<file path="src/rtl/iid_pkg.sv">
// Purpose: Shared constants and types for the integer instruction decode tail
// Assumes: Single core clock pclk at 10 MHz, asynchronous active-low presetn
// Notes:   Clock counts are in core clocks; APB map is one 32-bit word per register
//
// How it works
// - Opcode FD sets the direction flag only and finishes in 4 clocks.
// - Opcode FB sets the interrupt flag only and finishes in 6 clocks.
// - In protected mode FB faults with vector 13 when privilege exceeds I/O level.
// - All subtract forms take 1 clock and update all six arithmetic flags.
// - 0F 78 saves a segment register with descriptor in 20 clocks, flags kept.
// - 0F 7A with reg 000 saves the local table register in 20 clocks.
// - 0F 7C with reg 000 saves the task register in 21 clocks.
// - The three save instructions fault 6 unless management mode access is allowed.
// - Bit test clears overflow and carry, updates sign zero parity, 1 clock.
// - Short bit test A8/A9 with immediate is decoded and takes 1 clock.
// - 0F 00 reg 100 checks read permission, changes only zero flag, 8 clocks.
// - 0F 00 reg 101 checks write permission; a violation clears zero, no fault.
// - Opcode 9B stalls until the FPU is idle, then costs 1 clock.
// - 0F 09 writes back dirty lines, then costs 23 further clocks.
// - 0F C0/C1 swaps operands, stores the sum, updates six flags, 2 clocks.
// - Exchange with a memory operand drives the bus lock pin without a prefix.
// - All exclusive OR forms clear overflow and carry and take 1 clock.
// - A protected-only instruction executed in real mode faults with vector 6.
// - Real mode operand beyond FFFFH in code or data segment faults 13.
// - Real mode operand beyond the stack segment limit faults 12.
// - Permitted system instructions run normally in real mode without fault 6.
// - Management memory accesses by the save instructions are non-cacheable.
package iid_pkg;

  // Opcode bytes and opcode groups
  localparam logic [7:0] OPC_ESCAPE   = 8'h0F;
  localparam logic [7:0] OPC_SET_DIR  = 8'hFD;
  localparam logic [7:0] OPC_SET_INT  = 8'hFB;
  localparam logic [7:0] OPC_FPU_WAIT = 8'h9B;
  localparam logic [7:0] OPC_SV_SEG   = 8'h78;
  localparam logic [7:0] OPC_SV_LDT   = 8'h7A;
  localparam logic [7:0] OPC_SV_TASK  = 8'h7C;
  localparam logic [7:0] OPC_VERIFY   = 8'h00;
  localparam logic [7:0] OPC_FLUSH    = 8'h09;
  localparam logic [5:0] GRP_SUB_RM   = 6'h0A;  // 28..2B
  localparam logic [6:0] GRP_SUB_ACC  = 7'h16;  // 2C/2D
  localparam logic [5:0] GRP_XOR_RM   = 6'h0C;  // 30..33
  localparam logic [6:0] GRP_XOR_ACC  = 7'h1A;  // 34/35
  localparam logic [5:0] GRP_IMM      = 6'h20;  // 80..83
  localparam logic [6:0] GRP_TEST_RM  = 7'h42;  // 84/85
  localparam logic [6:0] GRP_XCHG_RM  = 7'h43;  // 86/87
  localparam logic [6:0] GRP_TEST_IMM = 7'h7B;  // F6/F7
  localparam logic [6:0] GRP_TEST_ACC = 7'h54;  // A8/A9
  localparam logic [6:0] GRP_EXCHANGE_THEN_SUM     = 7'h60;  // 0F C0/C1
  localparam logic [2:0] REG_SUB      = 3'h5;
  localparam logic [2:0] REG_XOR      = 3'h6;
  localparam logic [2:0] REG_ZERO     = 3'h0;
  localparam logic [2:0] REG_CHECK_READ_PERMISSION     = 3'h4;
  localparam logic [2:0] REG_CHECK_WRITE_PERMISSION     = 3'h5;
  localparam logic [2:0] SREG_MAX     = 3'h5;
  localparam logic [1:0] MOD_REG      = 2'h3;

  // Fault vectors and real mode limit
  localparam logic [7:0]  VEC_INVALID = 8'h06;
  localparam logic [7:0]  VEC_STACK   = 8'h0C;
  localparam logic [7:0]  VEC_GP      = 8'h0D;
  localparam logic [31:0] REAL_LIMIT  = 32'h0000FFFF;

  // Clock counts
  localparam logic [4:0] CLK_DIR    = 5'h04;
  localparam logic [4:0] CLK_INT    = 5'h06;
  localparam logic [4:0] CLK_ALU    = 5'h01;
  localparam logic [4:0] CLK_SV_SEG = 5'h14;
  localparam logic [4:0] CLK_SV_LDT = 5'h14;
  localparam logic [4:0] CLK_SV_TSK = 5'h15;
  localparam logic [4:0] CLK_VERIFY = 5'h08;
  localparam logic [4:0] CLK_WAIT   = 5'h01;
  localparam logic [4:0] CLK_FLUSH  = 5'h17;
  localparam logic [4:0] CLK_EXCHANGE_THEN_SUM   = 5'h02;
  localparam logic [4:0] CLK_XCHG   = 5'h02;

  // APB register map and control fields
  localparam logic [11:0] ADDR_CTRL   = 12'h000;
  localparam logic [11:0] ADDR_RANGE  = 12'h004;
  localparam logic [11:0] ADDR_STATUS = 12'h008;
  localparam int CTRL_PROT    = 0;
  localparam int CTRL_CPL     = 1;
  localparam int CTRL_IO_PRIVILEGE_LEVEL    = 3;
  localparam int CTRL_MGMT_EN = 5;
  localparam int CTRL_MGMT_AC = 6;
  localparam int CTRL_MGMT_HD = 7;
  localparam logic [7:0]  CTRL_RST  = 8'h00;
  localparam logic [31:0] RANGE_RST = 32'h00000000;
  localparam logic [7:0]  FLAGS_RST = 8'h00;

  typedef enum logic [3:0] {
    OP_BAD, OP_DIR, OP_INT, OP_SUB, OP_TEST, OP_XOR, OP_EXCHANGE_THEN_SUM, OP_XCHG,
    OP_SV_SEG, OP_SV_LDT, OP_SV_TSK, OP_CHECK_READ_PERMISSION, OP_CHECK_WRITE_PERMISSION, OP_WAIT, OP_FLUSH
  } iid_op_t;

  typedef enum logic [3:0] {
    ST_IDLE = 4'h1, ST_EXEC = 4'h2, ST_FPUW = 4'h4, ST_FLUSH = 4'h8
  } iid_state_t;

  typedef struct packed {
    logic        of;
    logic        df;
    logic        intf;
    logic        sf;
    logic        zf;
    logic        af;
    logic        pf;
    logic        cf;
  } iid_flags_t;

  typedef struct packed {
    logic        two_byte;     // 0F escape seen
    logic [7:0]  opcode;
    logic [7:0]  modrm;
    logic [31:0] op_a;         // Destination operand value
    logic [31:0] op_b;         // Source or immediate, already extended
    logic        mem_operand;  // Operand is in memory
    logic        stack_ref;    // Memory operand is in the stack segment
    logic [31:0] ea_last;      // Offset of last byte touched
    logic        perm_ok;      // Selector passes the access check
  } iid_instr_t;

endpackage
</file>
<file path="src/rtl/iid_alu.sv">
// Purpose: Result and arithmetic flags for subtract, test, exclusive OR and sum
// Assumes: Combinational; operands of byte width use the low eight bits
// Notes:   Auxiliary carry is produced for all ops; the caller masks it
module iid_alu
  import iid_pkg::*;
(
  input  wire iid_op_t     op,
  input  wire logic        wide,
  input  wire logic [31:0] a,
  input  wire logic [31:0] b,
  output logic      [31:0] result,
  output iid_flags_t       flags
);
  logic [32:0] sum33;
  logic [32:0] dif33;
  logic [31:0] res;
  logic        sa;
  logic        sb;
  logic        sr;
  logic        carry;

  // Result select; bit test only feeds the flags
  assign sum33  = {1'b0, a} + {1'b0, b};
  assign dif33  = {1'b0, a} - {1'b0, b};
  assign res    = (op == OP_SUB)  ? dif33[31:0] :
                  (op == OP_XOR)  ? (a ^ b) :
                  (op == OP_TEST) ? (a & b) : sum33[31:0];
  assign result = wide ? res : {24'h000000, res[7:0]};

  // Sign bits at the operand width
  assign sa    = wide ? a[31] : a[7];
  assign sb    = wide ? b[31] : b[7];
  assign sr    = wide ? res[31] : res[7];
  assign carry = (op == OP_SUB) ? (wide ? dif33[32] : (a[7:0] < b[7:0])) :
                 (wide ? sum33[32] : (9'(a[7:0]) + 9'(b[7:0])) > 9'h0FF);

  // Logical ops clear overflow and carry
  always_comb begin
    flags      = '0;
    flags.sf   = sr;
    flags.zf   = wide ? (res == 32'h00000000) : (res[7:0] == 8'h00);
    flags.pf   = ~^res[7:0];
    flags.af   = a[4] ^ b[4] ^ res[4];
    unique case (op)
      OP_SUB: begin
        flags.cf = carry;
        flags.of = (sa != sb) && (sr != sa);
      end
      OP_EXCHANGE_THEN_SUM: begin
        flags.cf = carry;
        flags.of = (sa == sb) && (sr != sa);
      end
      default: begin
        flags.cf = 1'b0;
        flags.of = 1'b0;
      end
    endcase
  end
endmodule

</file>
<file path="src/rtl/iid_decode_top.sv">
// Purpose: Decode, fault check and clock sequencing for the tail of the integer set
// Assumes: Fetch, FPU and cache handshakes are on pclk; APB slave with zero wait
// Notes:   One instruction in flight; instr_ready falls until it retires
module iid_decode_top
  import iid_pkg::*;
(
  input  wire logic        pclk,
  input  wire logic        presetn,
  input  wire logic        ce,
  input  wire logic        psel,
  input  wire logic        penable,
  input  wire logic        pwrite,
  input  wire logic [11:0] paddr,
  input  wire logic [31:0] pwdata,
  output logic      [31:0] prdata,
  output logic             pready,
  output logic             pslverr,
  input  wire logic        instr_valid,
  input  wire iid_instr_t  instr,
  output logic             instr_ready,
  input  wire logic        fpu_busy,
  input  wire logic        flush_done,
  output logic             flush_req,
  output logic             done,
  output logic      [31:0] result,
  output logic      [31:0] swap_value,
  output logic             result_write,
  output iid_flags_t       flags,
  output logic             fault_valid,
  output logic      [7:0]  fault_vector,
  output logic             bus_lock_out,
  output logic             noncacheable,
  output logic      [4:0]  clocks_used
);
  iid_state_t  state_reg;
  iid_state_t  state_next;
  iid_op_t     dec_op;
  iid_op_t     op_reg;
  iid_flags_t  flags_reg;
  iid_flags_t  pend_reg;
  iid_flags_t  alu_flags;
  logic [7:0]  ctrl_reg;
  logic [31:0] range_reg;
  logic [31:0] prdata_reg;
  logic [31:0] result_reg;
  logic [31:0] swap_reg;
  logic [31:0] alu_result;
  logic [4:0]  cnt_reg;
  logic [4:0]  clk_cnt;
  logic [4:0]  used_reg;
  logic [7:0]  vec_reg;
  logic [7:0]  fault_vec;
  logic        fault_reg;
  logic        mem_reg;
  logic        wr_reg;
  logic        perm_reg;

  // Decoded opcode fields
  logic [7:0] opc;
  logic [2:0] rf;
  logic       esc;
  logic       real_mode;
  logic [1:0] current_privilege_level;
  logic [1:0] io_privilege_level;
  logic       is_save;
  logic       is_verify;
  logic       smm_ok;
  logic       limit_bad;
  logic       fault_now;
  logic       accept;
  logic       go;
  logic       finish;
  logic       apb_wr;
  logic       apb_setup;
  logic       addr_hit;

  assign opc       = instr.opcode;
  assign rf        = instr.modrm[5:3];
  assign esc       = instr.two_byte && (opc != OPC_ESCAPE);
  assign real_mode = !ctrl_reg[CTRL_PROT];
  assign current_privilege_level       = real_mode ? 2'h0 : ctrl_reg[CTRL_CPL +: 2];  // Real mode runs at level 0
  assign io_privilege_level      = ctrl_reg[CTRL_IO_PRIVILEGE_LEVEL +: 2];

  // Opcode classification, one-byte forms then escaped forms
  assign dec_op =
    (!instr.two_byte && opc == OPC_SET_DIR)                      ? OP_DIR   :
    (!instr.two_byte && opc == OPC_SET_INT)                      ? OP_INT   :
    (!instr.two_byte && opc == OPC_FPU_WAIT)                     ? OP_WAIT  :
    (!instr.two_byte && (opc[7:2] == GRP_SUB_RM || opc[7:1] == GRP_SUB_ACC ||
      (opc[7:2] == GRP_IMM && rf == REG_SUB)))                    ? OP_SUB   :
    (!instr.two_byte && (opc[7:2] == GRP_XOR_RM || opc[7:1] == GRP_XOR_ACC ||
      (opc[7:2] == GRP_IMM && rf == REG_XOR)))                    ? OP_XOR   :
    (!instr.two_byte && (opc[7:1] == GRP_TEST_RM || opc[7:1] == GRP_TEST_ACC ||
      (opc[7:1] == GRP_TEST_IMM && rf == REG_ZERO)))              ? OP_TEST  :
    (!instr.two_byte && opc[7:1] == GRP_XCHG_RM)                 ? OP_XCHG  :
    (esc && opc == OPC_SV_SEG && rf <= SREG_MAX)                 ? OP_SV_SEG:
    (esc && opc == OPC_SV_LDT && rf == REG_ZERO)                 ? OP_SV_LDT:
    (esc && opc == OPC_SV_TASK && rf == REG_ZERO)                ? OP_SV_TSK:
    (esc && opc == OPC_VERIFY && rf == REG_CHECK_READ_PERMISSION)                 ? OP_CHECK_READ_PERMISSION  :
    (esc && opc == OPC_VERIFY && rf == REG_CHECK_WRITE_PERMISSION)                 ? OP_CHECK_WRITE_PERMISSION  :
    (esc && opc == OPC_FLUSH)                                    ? OP_FLUSH :
    (esc && opc[7:1] == GRP_EXCHANGE_THEN_SUM)                                ? OP_EXCHANGE_THEN_SUM  :
                                                                   OP_BAD;

  assign is_save   = (dec_op == OP_SV_SEG) || (dec_op == OP_SV_LDT) || (dec_op == OP_SV_TSK);
  assign is_verify = (dec_op == OP_CHECK_READ_PERMISSION) || (dec_op == OP_CHECK_WRITE_PERMISSION);

  // Management access gate for the save instructions
  assign smm_ok = ctrl_reg[CTRL_MGMT_EN] && (range_reg != 32'h00000000) && (current_privilege_level == 2'h0) &&
                  (ctrl_reg[CTRL_MGMT_AC] || ctrl_reg[CTRL_MGMT_HD]);
  assign limit_bad = real_mode && instr.mem_operand && (instr.ea_last > REAL_LIMIT);

  // Fault priority: undefined and mode faults first, then privilege, then limits.
  // Only the access checks are protected-only; save, flush and the rest pass in real mode.
  assign fault_vec =
    (dec_op == OP_BAD)                                   ? VEC_INVALID :
    (real_mode && is_verify)                             ? VEC_INVALID :
    (is_save && !smm_ok)                                 ? VEC_INVALID :
    (!real_mode && dec_op == OP_INT && (current_privilege_level > io_privilege_level))     ? VEC_GP      :
    (limit_bad && instr.stack_ref)                       ? VEC_STACK   :
    limit_bad                                            ? VEC_GP      :
                                                           8'h00;
  assign fault_now = (fault_vec != 8'h00);

  assign instr_ready = (state_reg == ST_IDLE);
  assign accept      = ce && instr_valid && instr_ready;
  assign go          = accept && !fault_now;
  assign finish      = (state_reg == ST_EXEC) && (cnt_reg == 5'h00);

  // Clock cost per class; wait and flush pay theirs after their stall
  always_comb begin
    unique case (dec_op)
      OP_DIR:    clk_cnt = CLK_DIR;
      OP_INT:    clk_cnt = CLK_INT;
      OP_SV_SEG: clk_cnt = CLK_SV_SEG;
      OP_SV_LDT: clk_cnt = CLK_SV_LDT;
      OP_SV_TSK: clk_cnt = CLK_SV_TSK;
      OP_CHECK_READ_PERMISSION:   clk_cnt = CLK_VERIFY;
      OP_CHECK_WRITE_PERMISSION:   clk_cnt = CLK_VERIFY;
      OP_WAIT:   clk_cnt = CLK_WAIT;
      OP_FLUSH:  clk_cnt = CLK_FLUSH;
      OP_EXCHANGE_THEN_SUM:   clk_cnt = CLK_EXCHANGE_THEN_SUM;
      OP_XCHG:   clk_cnt = CLK_XCHG;
      default:   clk_cnt = CLK_ALU;
    endcase
  end

  iid_alu u_alu (
    .op     (dec_op),
    .wide   (opc[0]),
    .a      (instr.op_a),
    .b      (instr.op_b),
    .result (alu_result),
    .flags  (alu_flags)
  );

  // Sequencer next state
  always_comb begin
    state_next = state_reg;
    unique case (state_reg)
      ST_IDLE:  if (go) begin
        state_next = (dec_op == OP_WAIT)  ? ST_FPUW :
                     (dec_op == OP_FLUSH) ? ST_FLUSH : ST_EXEC;
      end
      ST_EXEC:  if (finish) state_next = ST_IDLE;
      ST_FPUW:  if (!fpu_busy) state_next = ST_EXEC;
      ST_FLUSH: if (flush_done) state_next = ST_EXEC;
      default:  state_next = ST_IDLE;
    endcase
  end

  // State and cycle counter; counter holds cost minus one entering execution
  always_ff @(posedge pclk or negedge presetn) begin
    if (!presetn) begin
      state_reg <= ST_IDLE;
      cnt_reg   <= 5'h00;
    end else if (ce) begin
      state_reg <= state_next;
      if (go || (state_reg != ST_EXEC && state_next == ST_EXEC)) begin
        cnt_reg <= (go ? clk_cnt : cnt_reg + 5'h01) - 5'h01;
      end else if (state_reg == ST_EXEC && cnt_reg != 5'h00) begin
        cnt_reg <= cnt_reg - 5'h01;
      end
    end
  end

  // Latch the instruction's work at acceptance
  always_ff @(posedge pclk or negedge presetn) begin
    if (!presetn) begin
      op_reg     <= OP_BAD;
      pend_reg   <= FLAGS_RST;
      result_reg <= 32'h00000000;
      swap_reg   <= 32'h00000000;
      mem_reg    <= 1'b0;
      wr_reg     <= 1'b0;
      perm_reg   <= 1'b0;
      used_reg   <= 5'h00;
    end else if (ce && go) begin
      op_reg     <= dec_op;
      pend_reg   <= alu_flags;
      result_reg <= (dec_op == OP_XCHG) ? instr.op_b : alu_result;
      swap_reg   <= instr.op_a;
      mem_reg    <= instr.mem_operand;
      wr_reg     <= (dec_op == OP_SUB) || (dec_op == OP_XOR) ||
                    (dec_op == OP_EXCHANGE_THEN_SUM) || (dec_op == OP_XCHG);
      perm_reg   <= instr.perm_ok;
      used_reg   <= clk_cnt;
    end
  end

  // Flag commit on retirement; untouched flags keep their value
  always_ff @(posedge pclk or negedge presetn) begin
    if (!presetn) begin
      flags_reg <= FLAGS_RST;
    end else if (ce && finish) begin
      unique case (op_reg)
        OP_DIR: flags_reg.df   <= 1'b1;
        OP_INT: flags_reg.intf <= 1'b1;
        OP_SUB, OP_EXCHANGE_THEN_SUM: begin
          flags_reg <= '{of: pend_reg.of, df: flags_reg.df, intf: flags_reg.intf,
                         sf: pend_reg.sf, zf: pend_reg.zf, af: pend_reg.af,
                         pf: pend_reg.pf, cf: pend_reg.cf};
        end
        OP_TEST, OP_XOR: begin
          flags_reg.of <= 1'b0;
          flags_reg.cf <= 1'b0;
          flags_reg.sf <= pend_reg.sf;
          flags_reg.zf <= pend_reg.zf;
          flags_reg.pf <= pend_reg.pf;
        end
        OP_CHECK_READ_PERMISSION, OP_CHECK_WRITE_PERMISSION: flags_reg.zf <= perm_reg;
        default: flags_reg <= flags_reg;
      endcase
    end
  end

  // Faults are a one-cycle report; the instruction does not execute
  always_ff @(posedge pclk or negedge presetn) begin
    if (!presetn) begin
      fault_reg <= 1'b0;
      vec_reg   <= 8'h00;
    end else if (ce) begin
      fault_reg <= accept && fault_now;
      if (accept && fault_now) vec_reg <= fault_vec;
    end
  end

  // APB slave, zero wait state; read data registered during setup
  assign apb_setup = psel && !penable;
  assign apb_wr    = ce && psel && penable && pwrite;
  assign addr_hit  = (paddr == ADDR_CTRL) || (paddr == ADDR_RANGE) || (paddr == ADDR_STATUS);
  assign pready    = 1'b1;
  assign pslverr   = psel && penable && !addr_hit;

  always_ff @(posedge pclk or negedge presetn) begin
    if (!presetn) begin
      ctrl_reg   <= CTRL_RST;
      range_reg  <= RANGE_RST;
      prdata_reg <= 32'h00000000;
    end else if (ce) begin
      if (apb_wr && paddr == ADDR_CTRL) ctrl_reg <= pwdata[7:0];
      if (apb_wr && paddr == ADDR_RANGE) range_reg <= pwdata;
      if (apb_setup) begin
        prdata_reg <= (paddr == ADDR_CTRL)   ? {24'h000000, ctrl_reg} :
                      (paddr == ADDR_RANGE)  ? range_reg :
                      (paddr == ADDR_STATUS) ? {8'h00, vec_reg, flags_reg,
                                                4'h0, state_reg} : 32'h00000000;
      end
    end
  end

  // Outputs
  assign prdata       = prdata_reg;
  assign done         = finish;
  assign result       = result_reg;
  assign swap_value   = swap_reg;
  assign result_write = finish && wr_reg;
  assign flags        = flags_reg;
  assign fault_valid  = fault_reg;
  assign fault_vector = vec_reg;
  assign clocks_used  = used_reg;
  assign flush_req    = (state_reg == ST_FLUSH);
  assign bus_lock_out = (state_reg == ST_EXEC) && (op_reg == OP_XCHG) && mem_reg;
  assign noncacheable = (state_reg == ST_EXEC) &&
                        (op_reg == OP_SV_SEG || op_reg == OP_SV_LDT || op_reg == OP_SV_TSK);
endmodule

</file>
<file path="config.mk">
export PLATFORM = sky130hd
export DESIGN_NAME = iid_decode_top
export DESIGN_NICKNAME = d
export VERILOG_FILES = /design/src/rtl/iid_pkg.sv /design/src/rtl/iid_alu.sv /design/src/rtl/iid_decode_top.sv
export SDC_FILE = /design/constraint.sdc
export NUM_CORES = 1
export LEC_CHECK = 0
export ABC_AREA = 1
export BUFFER_PORTS_ARGS = -buffer_cell sky130_fd_sc_hd__buf_4
export CAP_MARGIN = 15
export CORE_MARGIN = 5
export CORE_UTILIZATION = 40
export DETAILED_ROUTE_END_ITERATION = 7
export GPL_ROUTABILITY_DRIVEN = 0
export GPL_TIMING_DRIVEN = 1
export REMOVE_ABC_BUFFERS = 1
export SLEW_MARGIN = 10
export SYNTH_ARGS = -nofsm -noshare
export SYNTH_HDL_FRONTEND = slang
export SYNTH_HIERARCHICAL = 1
export SYNTH_SLANG_ARGS = --single-unit
</file>
<file path="constraint.sdc">
create_clock -name pclk -period 6.97 [get_ports pclk]
set_input_delay 0.697 -clock pclk [delete_from_list [all_inputs] [get_ports pclk]]
set_output_delay 0.697 -clock pclk [all_outputs]
set_load 0.01 [all_outputs]
</file>
==> summary.md, run 1 <==
| Metric | Value |
|---|---|
| Type of the worst setup path | in2reg |
| GRT overflow | 0 |
| Initial antenna violation count | 2 |
| DR pass1 iterations | 6 |
| CP peak stage delay | 0.50 ns |
| Crit-path most repeated cell | nand2_1 |
| Die Y | 204 µm |
| Total I/O pin count | 295 |
| Post-CTS Resized | 0 |
| DIE WIDTH | 204 µm |
| Max-cap check violation count | 0 |
| CP top delay family | simple AND/OR/NAND/NOR gates |
| Placed cells | 3024 |
| Critical path's slowest cell | nor2_8 |
| Tot GR Track Use | 25.3% |
| Mapped cell area | 15100 µm² |
| Slew headroom | 25.2% |
| Final-stage net count | 2784 |
| Crit path DAT | 5.16 ns |
| Die area | 41600 µm² |
| Drt drc | 0 |
| Share of cells above drive strength 1 | 17.0% |
| Placed cell area | 17200 µm² |
| Worst Path Required | 7.34 ns |
| Largest net degree at the start of global routing | 111 |
| TritonCTS Buffers | 17 |
| Initial detailed-routing violation count | 1285 |
| Max FO, Critical Path | 30 |
| Worst vdd ir | 193 µV |
| Crit end category | register |
| Leakage power | 9.48 nW |
| Row count | 71 |
| RSZ-0062 raised after global routing | no |
| Most common cell after layout, fill and taps aside | nand2_1 |
| Final hold violations | 0 |
| Synthesis Warnings | 6 |
| # fillers | 3872 |
| Number of global-route vias before repair | 15.3k |
| Synthesized instance count | 2332 |
| Final setup fails | 0 |
| Worst-margin pin slew | 1.12 ns |
| Routed WL | 54.0 mm |
| Fmax | 0.209 GHz |
| Skew final | 0.0108 ns |
| Final Non-Filler Cells | 3058 |
| Worst path bufs/invs | 6 |
| Worst Setup Start Kind | input port |
| Fin. max-slew vios | 0 |
| PD cells | 206 nW/µm² |
| Final worst path period need | 4.79 ns |
| Core Footprint | 37400 µm² |
| Vias after detailed routing | 16.0k |
| Final worst slack | 2.18 ns |
| Dpl hpwl | 41.6 mm |
| Initial core utilization | 40.3% |
| Clock Path Buffers | 2 |
| Most frequent cells in the layout | nand2_1, inv_1, buf_4, nor2_1, nand3_1 |
| Detailed-route wire length per cell | 17.7 µm |
| H-tree levels | 4 |
| Area Growth Syn to Fin | 18.4% |
| Dpl ws | 1.81 ns |
| CTS Hold Bufs | 0 |
| HP Class | in2async |
| Worst-path clk slew | 0.07 ns |
| Clk Latency, worst-skew pair | 0.46 ns |
| First-pass GRT wire length | 83.8 mm |
| Postcts setup bufs | 0 |
| PortBufs | 268 |
| Clock root cell | clkbuf_16 |
| Mean Syn Cell Area | 6.46 µm² |
| Post-route ant nets | 0 |
| CTS tree | yes |
| Vias/cell | 5.24 |
| Fin area | 17800 µm² |
| Setup TNS | 0 ns |
| Status | finished, final reports clean |
| Period utilization | 68.7% |
| Total clock sinks | 176 |
-- cell type report --
cell class | instances | area [µm²] | area share (%)
multi-input combinational | 1726 | 8870 | 49.7
clock inverter | 14 | 141 | 0.793
sequential | 176 | 4410 | 24.7
timing repair buffer | 275 | 2070 | 11.6
inverter | 336 | 1270 | 7.10
tap | 511 | 639 | 3.58
antenna | 2 | 5.00 | 0.0281
clock buffer | 18 | 439 | 2.46
-- layer usage --
layer	share of wire, %	up-vias	GRT usage (%)
met3	7.4	101	3.68
li1	-	7857	-
met4	3.2	0	8.88
met2	47	657	43.0
met5	0	-	0
met1	42	7415	32.9
-- worst reg2reg max path, cell delays in order, from the launching register on --
cell	delay, ns
dfrtp_1	0.47
nand2_1	0.13
inv_1	0.05
ha_1	0.28
inv_1	0.04
nor2_1	0.09
nor2_1	0.04
a21oi_1	0.21
nand4_2	0.21
nand2_4	0.14
nor2_8	0.08
inv_4	0.48
nor2_1	0.15
a21oi_1	0.14
nand2_1	0.07
nand2_1	0.09
inv_2	0.05
ha_1	0.19
nand3_1	0.13
nor2_1	0.05
nand2_1	0.06
nand3_1	0.07
nand2_1	0.07
-- power breakdown --
group,switching [mW],internal [mW]
combinational,0.806,0.557
clock,0.496,0.486
sequential,0.116,1.21
total,1.42,2.25
-- final timing paths --
check                                   start              to  slack [ns]  cells after the start
worst max register to register    ctrl_reg[0]      cnt_reg[4]        3.60                     22
max in group asynchronous             presetn       result[8]        5.13                      2
min in group pclk                   instr[93]  swap_value[26]        0.46                      3
worst min register to register  swap_value[9]   swap_value[9]        0.48                      2
worst max-delay path               instr[114]     pend_reg[3]        2.18                     26
worst min-delay path                  presetn      prdata[20]        0.35                      1
-- through the flow --
step | util [%] | power, mW | hold WS, ns
after global routing | 47.7 | 3.91 | 0.437
after floorplan | - | 2.10 | 0.401
after detailed placement | 46.1 | 2.70 | 0.461
after CTS | 47.7 | 3.70 | 0.404
final | 47.7 | 3.67 | 0.352
after global placement | 46.1 | 2.68 | 0.457
Power figures use the tool's default switching activity.
==> inputs of run 2 (changes only) <==
- ABC_AREA: 1 -> 0
- clock period: 6.97 -> 4.1 ns (I/O delays scaled with it)
==> run 2 against run 1 <==
Against the previous run: cell count down 20%; die area decreased by 8.3%; total power up 60%; sequential share of layout area decreased by 0.44 points; register-to-register slack got worse by 2.9 ns; via count shrank 13%; utilization grew 6.2 points; global-route usage is 1.3 points lower.
==> summary.md, run 2 <==
| Metric | Value |
|---|---|
| Final setup fails | 0 (unchanged) |
| Worst Setup Start Kind | input port |
| H-tree levels | 4 (unchanged) |
| Synthesis Warnings | 6 (unchanged) |
| Number of global-route vias before repair | 13.7k (-10%) |
| Fin. max-slew vios | 0 (unchanged) |
| Most frequent cells in the layout | buf_4, dfrtp_1, nand2_1, nor2_1, o21ai_0 |
| Final worst path period need | 3.99 ns |
| Crit end category | register |
| PortBufs | 268 (unchanged) |
| Worst vdd ir | 291 µV (+51%) |
| RSZ-0062 raised after global routing | yes |
| Tot GR Track Use | 24.0% (-1.3 points) |
| TritonCTS Buffers | 17 (unchanged) |
| Row count | 67 (-5.6%) |
| Postcts setup bufs | 0 (unchanged) |
| DR pass1 iterations | 5 (-1) |
| Worst-margin pin slew | 1.10 ns (-0.0169 ns) |
| Max FO, Critical Path | 5 (-83%) |
| Die Y | 195 µm (-4.2%) |
| Share of cells above drive strength 1 | 32.4% (+15 points) |
| Dpl hpwl | 37.0 mm (-11%) |
| Final design utilization | 53.9% (+6.2 points) |
| Fmax | 0.250 GHz |
| Die area | 38200 µm² (-8.3%) |
| Synthesized instance count | 1624 (-30%) |
| CTS tree | yes |
| Vias after detailed routing | 14.0k (-13%) |
| Leakage power | 8.90 nW (-6.1%) |
| Clock Path Buffers | 2 (unchanged) |
| Worst-path clk slew | 0.07 ns (about the same) |
| Crit path DAT | 4.33 ns (-0.83 ns) |
| Mean Syn Cell Area | 8.47 µm² (+31%) |
| Most common cell after layout, fill and taps aside | buf_4 |
| Total clock sinks | 176 (unchanged) |
| Status | finished, final reports clean |
| Total power | 5.87 mW (+60%) |
| Detailed-route wire length per cell | 19.3 µm (+9.1%) |
| CTS Hold Bufs | 0 (unchanged) |
| Ant diodes | 0 (-2) |
| Clk Latency, worst-skew pair | 0.45 ns (about the same) |
| GRT overflow | 0 (unchanged) |
| Core Footprint | 33700 µm² (-9.9%) |
| Final hold violations | 0 (unchanged) |
| DIE WIDTH | 195 µm (-4.2%) |
| Initial antenna violation count | 1 (-1) |
| Vias/cell | 5.67 (+8.2%) |
| Area Growth Syn to Fin | 32.1% |
| Max-cap check violation count | 0 (unchanged) |
| Routed WL | 47.4 mm (-12%) |
| First-pass GRT wire length | 75.2 mm (-10%) |
| Largest net degree at the start of global routing | 129 (+16%) |
| Period utilization | 97.4% |
| Initial detailed-routing violation count | 1013 (-21%) |
| Final-stage net count | 2252 (-19%) |
| Skew final | 0.0139 ns (+0.00307 ns) |
| Clock root cell | clkbuf_16 |
| Post-route ant nets | 0 (unchanged) |
| Worst Path Required | 4.43 ns (-2.91 ns) |
| Total I/O pin count | 295 (unchanged) |
| Initial core utilization | 40.8% (+0.54 points) |
| HP Class | in2async |
| Type of the worst setup path | in2reg |
| Drt drc | 0 (unchanged) |
| Slew headroom | 26.6% (+1.4 points) |
| PD cells | 323 nW/µm² (+57%) |
| Mapped cell area | 13700 µm² (-8.7%) |
-- run 2: repair_timing --
| item | CTS | global route |
|---|---|---|
| pin swaps | 1 | 12 |
| hold endpoints to repair | 0 | 0 |
| endpoints found under the setup margin | 3 | 4 |
| resized for setup | 12 | 33 |
-- run 2: layer usage --
layer | global-route usage, % | wire length, µm | vias up
met2 | 38.4 | 21700 | 587
li1 | - | - | 6642
met1 | 33.8 | 21300 | 6662
met4 | 6.39 | 1000 | 2
met5 | 0 | 13 | -
met3 | 3.93 | 3390 | 64
-- run 2: area by class of cell --
cell class | instances | area, µm²
Clock buffer | 19 | 433
Clock inverter | 13 | 154
Fill cell | 3139 | 15500
Inverter | 86 | 323
Multi-Input combinational cell | 1262 | 8760
Sequential cell | 176 | 4410
Tap cell | 448 | 561
Timing Repair Buffer | 457 | 3520
-- run 2: report_power, final --
| group | total, mW | switching [mW] | internal (mW) |
|---|---|---|---|
| Combinational | 2.10 | 1.07 | 1.03 |
| Clock | 1.66 | 0.794 | 0.864 |
| Sequential | 2.11 | 0.153 | 1.96 |
| Total | 5.87 | 2.02 | 3.86 |
-- run 2: metrics by stage --
stage	cell area, µm²	hold WS (ns)	std cells	worst slack [ns]	TNS, ns
after CTS	18000	0.156	2461	-0.00651	-0.00651
after global placement	17400	0.451	2429	-0.578	-6.35
after floorplan	13300	0.114	1524	-3.16	-139.74
after detailed placement	17400	0.459	2429	-0.720	-12.33
after global routing	18200	0.179	2461	-0.0466	-0.0632
final	18200	0.0689	2461	0.107	0
-- run 2: path summary, 6_finish.rpt --
| check | start | end | slack [ns] | cells after the start |
|---|---|---|---|---|
| setup / recovery | instr[114] | cnt_reg[4] | 0.11 | 20 |
| setup reg to reg | range_reg[16] | cnt_reg[4] | 0.72 | 14 |
| hold reg to reg | prdata[27] | prdata[27] | 0.47 | 2 |
| hold / removal | presetn | prdata[25] | 0.07 | 1 |
| min in group pclk | pwdata[0] | ctrl_reg[0] | 0.18 | 3 |
| max in group asynchronous | presetn | result[5] | 3.20 | 2 |
-- run 2: worst max-delay path: stages --
cell      delay (ns)
buf_4           0.13
and3b_1         0.18
o211a_1         0.24
or3_4           0.41
nor3_4          0.21
inv_2           0.05
ha_2            0.19
or2_4           0.26
nor2_4          0.09
nor3_1          0.07
a211oi_2        0.23
a221oi_2        0.10
or4_4           0.60
nor2_4          0.12
a21oi_2         0.05
ha_2            0.19
and3_4          0.15
o211ai_4        0.21
mux2_4          0.32
o221a_1         0.11
